==> src/rtl/lcrs_pkg.sv <==
// constants and types of the logic clock rate selector
// assumes a 250 MHz reference clock and an AHB-Lite register bus
package lcrs_pkg;

  // ****************************************
  // timing
  // ****************************************
  localparam int CLK_PS   = 4000;
  localparam int FAST_NS  = 1000;
  localparam int MID_NS   = 10000;
  localparam int SLOW_MS  = 100;
  localparam int DEB_MS   = 5;
  localparam int FAST_CYC = (FAST_NS * 1000) / CLK_PS;
  localparam int MID_CYC  = (MID_NS * 1000) / CLK_PS;
  localparam int SLOW_CYC = (SLOW_MS * 1000000) / (CLK_PS / 1000);
  localparam int DEB_CYC  = (DEB_MS * 1000000) / (CLK_PS / 1000);
  localparam int CNT_W    = 25;

  // ****************************************
  // register map (byte addresses)
  // ****************************************
  localparam logic [7:0] OFS_CTRL   = 8'h00;
  localparam logic [7:0] OFS_PRESS  = 8'h04;
  localparam logic [7:0] OFS_STATUS = 8'h08;
  localparam logic [7:0] OFS_PULSES = 8'h0c;
  localparam int CTRL_REMOTE_BIT    = 0;
  localparam int PRESS_RATE_LSB     = 0;
  localparam int PRESS_MODE_LSB     = 4;
  localparam logic CTRL_REMOTE_RST  = 1'b0;

  // ****************************************
  // types
  // ****************************************
  typedef enum logic [1:0] {
    RATE_FAST, RATE_MID, RATE_SLOW, RATE_STEP
  } lcrs_rate_t;

  typedef enum logic [1:0] {
    MODE_PATCH, MODE_CLEAR, MODE_STOP, MODE_RUN
  } lcrs_mode_t;

  typedef struct packed {
    logic [21:0] zero;
    logic        remote;
    logic [2:0]  lamps;
    lcrs_mode_t  mode;
    lcrs_rate_t  act;
    lcrs_rate_t  sel;
  } lcrs_status_t;

endpackage

==> src/rtl/lcrs_top.sv <==
// logic clock rate selector: panel, software and remote selection of
// the logic clock rate and logic mode, and the logic clock generator
// assumes synchronous panel inputs and a single AHB-Lite master
`timescale 1ns/1ns
`default_nettype none

module lcrs_top
  import lcrs_pkg::*;
#(
  parameter int SLOW_CYCLES = SLOW_CYC,
  parameter int DEB_CYCLES  = DEB_CYC
) (
  // clock and reset
  input  wire logic        ref_clk_i,
  input  wire logic        rst_n_i,
  // ahb-lite slave
  input  wire logic        hsel_i,
  input  wire logic [31:0] haddr_i,
  input  wire logic [1:0]  htrans_i,
  input  wire logic        hwrite_i,
  input  wire logic [2:0]  hsize_i,
  input  wire logic        hready_i,
  input  wire logic [31:0] hwdata_i,
  output logic      [31:0] hrdata_o,
  output logic             hreadyout_o,
  output logic             hresp_o,
  // panel pushbuttons: fast, mid, slow, step / patch, clear, stop, run
  input  wire logic [3:0]  rate_btn_i,
  input  wire logic [3:0]  mode_btn_i,
  // remote source, one-cycle presses
  input  wire logic [3:0]  remote_rate_i,
  input  wire logic [3:0]  remote_mode_i,
  // outputs
  output logic             logic_clk_o,
  output logic      [2:0]  rate_lamp_o,
  output lcrs_mode_t       logic_mode_o,
  output logic             remote_control_select_o
);

  // ****************************************
  // functions
  // ****************************************
  function automatic logic [1:0] pick(input logic [3:0] v);
    logic [1:0] r;
    r = 2'h0;
    for (int i = 3; i >= 0; i--) begin
      if (v[i]) begin
        r = 2'(i);
      end
    end
    return r;
  endfunction

  function automatic logic [CNT_W-1:0] period_of(input lcrs_rate_t r);
    logic [CNT_W-1:0] p;
    case (r)
      RATE_FAST: p = CNT_W'(FAST_CYC);
      RATE_MID:  p = CNT_W'(MID_CYC);
      RATE_SLOW: p = CNT_W'(SLOW_CYCLES);
      default:   p = CNT_W'(1);
    endcase
    return p;
  endfunction

  // ****************************************
  // state
  // ****************************************
  lcrs_rate_t       sel_reg;
  lcrs_rate_t       act_reg;
  lcrs_mode_t       mode_reg;
  logic             remote_reg;
  logic [CNT_W-1:0] cnt_reg;
  logic             pulse_reg;
  logic [15:0]      npulse_reg;
  logic [CNT_W-1:0] deb_cnt_reg;
  logic             deb_reg;
  logic             ap_wr_reg;
  logic [7:0]       ap_addr_reg;
  logic [31:0]      rdata_reg;

  // ****************************************
  // ahb-lite slave
  // ****************************************
  // no wait states; every access answers OKAY, unmapped reads give 0
  // read data is captured in the address phase, so a read issued during a
  // write data phase still sees the value from before that write
  wire        ap_take  = hsel_i & htrans_i[1] & hready_i;
  wire        dp_write = ap_wr_reg;
  wire        wr_ctrl  = dp_write & (ap_addr_reg == OFS_CTRL);
  wire        wr_press = dp_write & (ap_addr_reg == OFS_PRESS);
  wire [3:0]  sw_rate  = wr_press ? hwdata_i[PRESS_RATE_LSB +: 4] : 4'h0;
  wire [3:0]  sw_mode  = wr_press ? hwdata_i[PRESS_MODE_LSB +: 4] : 4'h0;
  wire [7:0]  rd_addr  = haddr_i[7:0];
  wire        rd_take  = ap_take & ~hwrite_i;
  lcrs_status_t status;
  logic [31:0] rd_mux;

  assign status.zero   = 22'h0;
  assign status.remote = remote_reg;
  assign status.lamps  = rate_lamp_o;
  assign status.mode   = mode_reg;
  assign status.act    = act_reg;
  assign status.sel    = sel_reg;

  always_comb begin
    case (rd_addr)
      OFS_CTRL:   rd_mux = {31'h0, remote_reg};
      OFS_STATUS: rd_mux = status;
      OFS_PULSES: rd_mux = {16'h0, npulse_reg};
      default:    rd_mux = 32'h0;
    endcase
  end

  always_ff @(posedge ref_clk_i or negedge rst_n_i) begin
    if (!rst_n_i) begin
      ap_wr_reg   <= 1'b0;
      ap_addr_reg <= 8'h0;
      rdata_reg   <= 32'h0;
    end else begin
      ap_wr_reg   <= ap_take & hwrite_i;
      ap_addr_reg <= ap_take ? haddr_i[7:0] : ap_addr_reg;
      rdata_reg   <= rd_take ? rd_mux : rdata_reg;
    end
  end

  assign hrdata_o    = rdata_reg;
  assign hreadyout_o = 1'b1;
  assign hresp_o     = 1'b0;

  // ****************************************
  // step button debounce
  // ****************************************
  // a bouncing contact would otherwise fire several steps per press
  wire deb_diff = rate_btn_i[3] ^ deb_reg;
  wire deb_hit  = deb_diff & (deb_cnt_reg == CNT_W'(DEB_CYCLES - 1));
  wire step_loc = deb_hit & rate_btn_i[3];

  always_ff @(posedge ref_clk_i or negedge rst_n_i) begin
    if (!rst_n_i) begin
      deb_cnt_reg <= '0;
      deb_reg     <= 1'b0;
    end else begin
      deb_cnt_reg <= (deb_diff & ~deb_hit) ? deb_cnt_reg + 1'b1 : '0;
      deb_reg     <= deb_hit ? rate_btn_i[3] : deb_reg;
    end
  end

  // ****************************************
  // selection
  // ****************************************
  wire [3:0] rem_rate  = remote_reg ? remote_rate_i : 4'h0;
  wire [3:0] rem_mode  = remote_reg ? remote_mode_i : 4'h0;
  wire [3:0] rate_hit  = {step_loc, rate_btn_i[2:0]} | sw_rate | rem_rate;
  wire [3:0] mode_hit  = mode_btn_i | sw_mode | rem_mode;
  wire       in_step   = (sel_reg == RATE_STEP) & (act_reg == RATE_STEP);
  // a step press while stepping is a pulse, not a new selection
  wire       step_go   = in_step & rate_hit[3];
  wire       sel_any   = |rate_hit & ~step_go;
  wire       stop      = (mode_reg == MODE_STOP);
  wire [CNT_W-1:0] per = period_of(act_reg);
  wire       wrap      = (cnt_reg == per - 1'b1);
  wire       free      = (act_reg != RATE_STEP);
  wire       boundary  = ~free | stop | wrap;
  wire       pulse_nx  = ~stop & ((free & wrap) | step_go);

  always_ff @(posedge ref_clk_i or negedge rst_n_i) begin
    if (!rst_n_i) begin
      sel_reg    <= RATE_FAST;
      mode_reg   <= MODE_RUN;
      remote_reg <= CTRL_REMOTE_RST;
    end else begin
      sel_reg    <= sel_any ? lcrs_rate_t'(pick(rate_hit)) : sel_reg;
      mode_reg   <= |mode_hit ? lcrs_mode_t'(pick(mode_hit)) : mode_reg;
      remote_reg <= wr_ctrl ? hwdata_i[CTRL_REMOTE_BIT] : remote_reg;
    end
  end

  // ****************************************
  // logic clock generator
  // ****************************************
  // pulses are one reference cycle wide, so a boundary change is clean
  always_ff @(posedge ref_clk_i or negedge rst_n_i) begin
    if (!rst_n_i) begin
      act_reg    <= RATE_FAST;
      cnt_reg    <= '0;
      pulse_reg  <= 1'b0;
      npulse_reg <= 16'h0;
    end else begin
      act_reg    <= boundary ? sel_reg : act_reg;
      cnt_reg    <= (boundary) ? '0 : cnt_reg + 1'b1;
      pulse_reg  <= pulse_nx;
      npulse_reg <= npulse_reg + {15'h0, pulse_nx};
    end
  end

  assign logic_clk_o  = pulse_reg;
  assign logic_mode_o = mode_reg;
  assign remote_control_select_o = remote_reg;
  assign rate_lamp_o  = (sel_reg == RATE_STEP) ? 3'h0 :
                        3'(3'h1 << sel_reg);

  // cycles since the last pulse; clean_reg says that gap spans one
  // free-running period with no stop and no stepping in between
  // a period is timed by the rate of the cycle before its closing pulse,
  // since the active rate switches on the very edge that raises it
  logic [CNT_W-1:0] gap_reg;
  logic             clean_reg;
  logic [3:0]       hit_prev_reg;
  always_ff @(posedge ref_clk_i or negedge rst_n_i) begin
    if (!rst_n_i) begin
      gap_reg      <= '0;
      clean_reg    <= 1'b0;
      hit_prev_reg <= 4'h0;
    end else begin
      gap_reg      <= pulse_reg ? '0 : gap_reg + 1'b1;
      clean_reg    <= pulse_reg | (clean_reg & ~stop & free);
      hit_prev_reg <= rate_hit;
    end
  end
endmodule

`default_nettype wire

==> config.mk <==
export PLATFORM = sky130hd
export DESIGN_NAME = lcrs_top
export DESIGN_NICKNAME = d
export VERILOG_FILES = /design/src/rtl/lcrs_pkg.sv /design/src/rtl/lcrs_top.sv
export SDC_FILE = /design/constraint.sdc
export NUM_CORES = 1
export LEC_CHECK = 0
export BUFFER_PORTS_ARGS = -buffer_cell sky130_fd_sc_hd__buf_2
export CORE_UTILIZATION = 55
export CTS_CLUSTER_SIZE = 40
export DETAILED_ROUTE_END_ITERATION = 12
export PLACE_DENSITY_LB_ADDON = 0.12
export RECOVER_POWER = 50
export SLEW_MARGIN = 10
export SYNTH_ARGS = -nofsm -noshare
export SYNTH_HDL_FRONTEND = slang
export SYNTH_SLANG_ARGS = --single-unit
==> constraint.sdc <==
create_clock -name ref_clk_i -period 4.65 [get_ports ref_clk_i]
set_clock_uncertainty 0.15 [all_clocks]
set_input_delay 0.6975 -clock ref_clk_i [delete_from_list [all_inputs] [get_ports ref_clk_i]]
set_output_delay 0.6975 -clock ref_clk_i [all_outputs]
set_load 0.01 [all_outputs]
==> results.txt, run 1 <==
PortBufs = 60
Asr flop ratio synth = 100%
Period Utilization, post-route = 77.5%
Initial Utilization = 57.6%
Post-CTS sizing = 0
Clock-pin slew on the worst setup and hold paths = 0.09 ns
Top cell type by total area after synthesis = dfrtp_1
Cells after Synth = 501
Most common cell in the netlist = dfrtp_1
Final hold vios = 0
Detailed placer's ending HPWL = 7.17 mm
Sequential fraction of the synthesis area = 49.4%
Final core utilization = 63.1%
Chip Height = 98.0 um
DRC viols = 9
Core Area = 0.00881 mm^2
Top cells by area, synth = dfrtp_1, xor2_1, xnor2_1
Pwr/cell area = 319 mW/mm^2
Nets@finish = 655
Synth-to-Final Area Change = 9.57%
1st-iter DRT viols = 170
CTS tree = done
Leak pwr = 2.61 nW
Worst Reg-to-Reg Cells = 13
First-pass GRT wire length = 17.4 mm
Critical path class = flop to flop
DP Cell Count = 652
Fin crit period = 3.61 ns
Syn Area/Cell = 10.1 um^2
Worst EP required = 4.79 ns
Slew margin rel. = -20.3%
R2R setup slack = 1.04 ns
Reg2Reg Launch Point = act_reg[0]
Hold-fix buffers at CTS = 0
HP Class = flop to flop
Post-CTS setup buffers = 0
Post-route setup slack = 1.04 ns
Violated checks = DRC, capacitance limit, slew limit
DP Worst Slack = 1.06 ns
R2R Path End = npulse_reg[12]
Worst setup path end = npulse_reg[12]
Max Slew Vio Count = 76
Placed Area = 0.00536 mm^2
Fin Setup TNS = 0 ns
Largest net degree at the start of global routing = 76
Total number of vias = 3691
Die Area = 0.00961 mm^2
Clock sinks = 100
Worst Hold Margin = 0.306 ns
CTS buffer count = 9
Final ANT Viol Nets = 0
Fill cells = 760
Netlist cell types = 54
Clk buf depth = 2
H-Tree Level Count = 3
Initial antenna violation count = 0
Die Wd = 98.0 um
YS warnings = 0
Top FF cell, synth = dfrtp_1
Total GRT Usage = 22.8%
Root buf cell = clkbuf_8
CP arrival = 3.75 ns
WL per Instance = 15.0 um
Row count = 34
CP Launch Point = act_reg[0]
Setup crit end kind = flop
Post-synthesis cell area = 0.00507 mm^2
Clock Latency Late Sink = 0.36 ns
Yosys reg bits = 100
Max Cap Violations = 1
Total Wirelength = 10.0 mm
Gp weighted congestion = 0.778
Critical Path Start Type = flop
EDFF count, synth = 0
Peak Freq = 0.277 GHz
Gr ovfl total = 0
Drt first pass iters = 9
RSZ-0062 raised after global routing = false
Status = complete, but fails checks
Final Setup Violations = 0
Avg Vias per Cell = 5.53
Vias in the first global route = 3596
VDD IR max = 0.191 mV
Synth cell count leaders = dfrtp_1, nor2_1, nand2_1
Worst-Margin Slew = 1.80 ns
Fin area = 0.00556 mm^2
Worst Path Max Fanout = 5
Non-Filler Instances = 668
Share of cells above drive strength 1 = 16.1%
Ant. Diodes = 0
Pwr Total = 1.77 mW
Area share of the largest cell type after synthesis = 48.3%
Num ports = 131
## layout by cell type (no fill, tap or decap), drive strengths merged, types with 5 or more instances in the layout
master / instances
dfrtp: 98
o21ai: 13
clkbuf: 16
xnor2: 33
nor4: 8
and3: 10
and2: 6
buf: 55
mux2: 9
nand4: 13
a22o: 7
inv: 15
nor2: 68
ha: 10
a21oi: 5
xor2: 35
nand3: 32
conb: 18
nor3: 12
mux2i: 10
nand2: 37
## report_power, final
part | total [mW] | switching, mW | internal (mW)
registers | 0.960 | 0.0477 | 0.912
clock network | 0.605 | 0.301 | 0.305
logic | 0.208 | 0.118 | 0.0898
total | 1.77 | 0.467 | 1.31
## layout make-up
class	instances	area (um^2)	share of cell area (%)
Sequential cell	100	2500	45.1
Multi-Input combinational cell	369	2350	42.3
Timing Repair Buffer	61	299	5.38
Tap cell	108	135	2.43
Clock buffer	10	128	2.30
Clock inverter	6	87.6	1.58
Inverter	14	52.6	0.945
## worst max-delay path: stages, from the launching register on
cell	delay, ns
dfrtp_1	0.45
inv_1	0.14
ha_1	0.25
xor2_1	0.16
or3_1	0.32
a2111oi_2	0.44
nand3_1	0.12
o32ai_1	0.24
ha_1	0.28
ha_1	0.20
and3_1	0.29
nand3_1	0.19
nor2_1	0.16
xor2_1	0.15
## cell families (layout without fill, tap and decap cells)
logic type | after synthesis | count (layout) | share of synthesized area (%)
buffers and inverters | 48 | 91 | 5.45
other | 2 | 18 | 0.148
xor gates and xnor gates | 68 | 68 | 11.7
adders and majority gates | 10 | 10 | 2.47
muxes | 19 | 19 | 3.97
and+or+nand+nor | 207 | 207 | 20.2
AOI/OAI and AO/OA | 47 | 47 | 6.61
DFF | 100 | 100 | 49.4
## metal layers
layer	up-vias	global-route usage (%)	wire length [um]
met1	1820	31.6	4680
li1	1782	-	-
met3	10	4.44	416
met2	79	36.7	4830
met5	-	0	0
met4	0	6.29	121
## how the worst min path moves through the flow
stage	from	depth (start not counted)	end	slack, ns
4_1_cts	deb_cnt_reg[0]	1	deb_cnt_reg[0]	0.31
5_1_grt	deb_cnt_reg[0]	1	deb_cnt_reg[0]	0.32
6_report	deb_cnt_reg[0]	1	deb_cnt_reg[0]	0.31
2_1_floorplan	rst_n_i	0	act_reg[0]	0.25
3_3_place_gp	deb_cnt_reg[0]	1	deb_cnt_reg[0]	0.29
3_5_place_dp	deb_cnt_reg[0]	1	deb_cnt_reg[0]	0.30
Power figures use the tool's default switching activity.
==> run 2, diff against run 1 <==
--- a/config.mk
+++ b/config.mk
@@ -5,8 +5,9 @@
 export SDC_FILE = /design/constraint.sdc
 export NUM_CORES = 1
 export LEC_CHECK = 0
+export ABC_AREA = 1
 export BUFFER_PORTS_ARGS = -buffer_cell sky130_fd_sc_hd__buf_2
-export CORE_UTILIZATION = 55
+export CORE_UTILIZATION = 54
 export CTS_CLUSTER_SIZE = 40
 export DETAILED_ROUTE_END_ITERATION = 12
 export PLACE_DENSITY_LB_ADDON = 0.12
==> constraint.sdc (replaced) <==
create_clock -name ref_clk_i -period 3.49 [get_ports ref_clk_i]
set_clock_uncertainty 0.15 [all_clocks]
set_input_delay 0.5235 -clock ref_clk_i [delete_from_list [all_inputs] [get_ports ref_clk_i]]
set_output_delay 0.5235 -clock ref_clk_i [all_outputs]
set_load 0.01 [all_outputs]
==> run 2 against run 1 <==
Compared with the run above: the run now ends clean; clock power up 13%; sequential cell count unchanged; combinational power rose to 2.6 times the previous value; synthesized cell count up 40%; critical path type unchanged; critical path depth up 3; critical endpoint is now npulse_reg[14].
==> results.txt, run 2 <==
Status = finished, final reports clean
1st-iter DRT viols = 133 (-22%)
Share of cells above drive strength 1 = 18.6% (+2.5 points)
Worst-Margin Slew = 1.43 ns (-0.372 ns)
Drt first pass iters = 4 (-5)
H-Tree Level Count = 3 (unchanged)
Core Area = 0.00995 mm^2 (+13%)
Worst path max stage delay = 0.40 ns (-0.05 ns)
DP Cell Count = 890 (+37%)
Area of the multi-input gates = 0.00274 mm^2 (+17%)
Critical Path Start Type = flop
Slew margin rel. = 4.56% (+25 points)
Netlist cell types = 44 (-19%)
Pwr/cell area = 402 mW/mm^2 (+26%)
Total GRT Usage = 23.4% (+0.60 points)
Setup crit end kind = flop
Row count = 36 (+5.9%)
Die Wd = 104 um (+6.2%)
Largest net degree at the start of global routing = 59 (-22%)
First-pass GRT wire length = 20.5 mm (+18%)
Pint = 1.72 mW (+32%)
Final Setup Violations = 0 (unchanged)
EDFF count, synth = 0 (unchanged)
Ant. Diodes = 0 (unchanged)
Most frequent cells in the layout = nand2_1, dfrtp_1, nor2_1
Gp weighted congestion = 0.885 (+14%)
Vias in the first global route = 4648 (+29%)
Leak pwr = 3.05 nW (+17%)
Nets@finish = 870 (+33%)
Sequential fraction of the synthesis area = 44.5% (-4.9 points)
Detailed placer's ending HPWL = 8.66 mm (+21%)
CTS tree = done
CP arrival = 3.41 ns (-0.34 ns)
VDD IR max = 0.252 mV (+32%)
Hold-fix buffers at CTS = 0 (unchanged)
Syn Area/Cell = 8.04 um^2 (-21%)
Root buf cell = clkbuf_8
Period Utilization, post-route = 94.2% (+17 points)
Power share of the clock group = 27.1% (-7.0 points)
Cells after Synth = 700 (+40%)
Highest-delay cell along the critical path = dfrtp_1
HP Class = input pin to flop
Post-route setup slack = 0.203 ns (-0.841 ns)
Top cell type by total area after synthesis = dfrtp_1
Most common cell in the netlist = nand2_1
Clock-pin slew on the worst setup and hold paths = 0.10 ns (about the same)
Asr flop ratio synth = 100% (unchanged)
PortBufs = 60 (unchanged)
Reg area = 0.00251 mm^2 (about the same)
Synth cell count leaders = nand2_1, dfrtp_1, nor2_1
Final hold vios = 0 (unchanged)
Most common cell after layout, fill and taps aside = nand2_1
DRC viols = 0 (-9)
Max Cap Violations = 0 (-1)
Final ANT Viol Nets = 0 (unchanged)
Clock Latency Late Sink = 0.39 ns (+0.03 ns)
Synth-to-Final Area Change = 11.2%
Fill cells = 902 (+19%)
Avg Vias per Cell = 5.06 (-8.4%)
Power share of the combinational group = 21.1% (+9.4 points)
Worst Path Max Fanout = 6 (+1)
Critical path class = flop to flop
Post-synthesis cell area = 0.00563 mm^2 (+11%)
Fin crit period = 3.29 ns (-0.319 ns)
Yosys reg bits = 100 (unchanged)
Peak Freq = 0.304 GHz (+9.7%)
Die Area = 0.0108 mm^2 (+13%)
R2R setup slack = 0.20 ns (-0.84 ns)
Worst Path Buf+Inv = 1 (unchanged)
Worst EP required = 3.62 ns (-1.17 ns)
WL per Instance = 12.7 um (-16%)
Total Wirelength = 11.5 mm (+14%)
Area share of the largest cell type after synthesis = 43.6% (-4.8 points)
CTS buffer count = 9 (unchanged)
YS warnings = 0 (unchanged)
Num ports = 131 (unchanged)
Clk buf depth = 2 (unchanged)
Crit path cell chain = buf_4 > ha_2 > xnor2_2 > or2_0 > o211ai_2 > nor2_2 > nand3_1 > o21ai_2 > ha_2 > ha_1 > nand3_2 > nor3_4 > nand3_2 > nor3_4 > nand3_1 > xor2_1
CP delay by family, top = simple AND/OR/NAND/NOR gates
Sequential Power Share = 51.8% (-2.3 points)
Top FF cell, synth = dfrtp_1
DP Worst Slack = 0.0283 ns (-1.04 ns)
Sw frac = 31.8% (+5.5 points)
Max Slew Vio Count = 0 (-100%)
Gr ovfl total = 0 (unchanged)
Pwr Total = 2.52 mW (+42%)
Clock sinks = 100 (unchanged)
Initial Utilization = 56.5% (-1.1 points)
Non-Filler Instances = 907 (+36%)
Initial antenna violation count = 0 (unchanged)
Sw power = 0.800 mW (+72%)
Total number of vias = 4592 (+24%)
Chip Height = 104 um (+6.2%)
Top cells by area, synth = dfrtp_1, nand2_1, nor2_1
==> run 2: routing by layer <==
metal / GRT usage [%] / routed length, um / up-vias
met3: 6.14 / 409 / 26
met2: 40.0 / 5610 / 89
met4: 7.14 / 274 / 0
met5: 0 / 0 / -
li1: - / - / 2326
met1: 28.9 / 5190 / 2151
==> run 2: worst min-delay path, stage by stage <==
cell,delay (ns)
buf_2,0.11
inv_1,0.04
nor2_1,0.03
==> run 2: repair_timing <==
item	CTS	global route
resized for setup	0	15
buffers inserted	0	2
endpoints found under the setup margin	0	7
==> run 2: final cells by class <==
cell class / count / share of cell area, %
timing repair buffer: 71 / 5.86
clock buffer: 10 / 2.20
clock inverter: 5 / 0.560
multi-input combinational: 507 / 43.8
inverter: 81 / 4.86
tap: 133 / 2.66
sequential: 100 / 40.0
==> run 2: logic make-up after synthesis <==
group | synth area share [%]
compound gates | 6.56
mux | 0.800
fa+ha+maj | 2.22
other cells | 0.133
xor+xnor | 7.00
simple gates | 30.0
buf+inv | 8.82
flops | 44.5
==> run 2: metrics by stage <==
stage          hold WS (ns)  TNS (ns)  cell area [um^2]  util, %
3_3_place_gp          0.295         0              6030     60.6
3_5_place_dp          0.313         0              6030     60.6
4_1_cts              0.0602         0              6210     62.3
5_1_grt               0.181   -0.0381              6260     62.9
2_1_floorplan        0.0779         0              5690        -
6_report              0.201         0              6260     62.9
==> run 2: power by group through the flow <==
stage               logic (mW)  clock network, mW  registers (mW)
finish                   0.532              0.681            1.31
global route             0.612              0.746            1.32
CTS                      0.514              0.707            1.30
detailed placement       0.509                  0            1.33
global placement         0.495                  0            1.32
floorplan                0.385                  0            1.31
==> run 2: final timing paths <==
check	startpoint	cells past startpoint	to
min in group asynchronous	rst_n_i	1	deb_cnt_reg[10]
worst max-delay path	act_reg[0]	16	npulse_reg[14]
max in group asynchronous	rst_n_i	2	deb_cnt_reg[16]
worst min register to register	deb_cnt_reg[0]	1	deb_cnt_reg[0]
worst min-delay path	hwrite_i	3	ap_wr_reg
worst max register to register	act_reg[0]	16	npulse_reg[14]
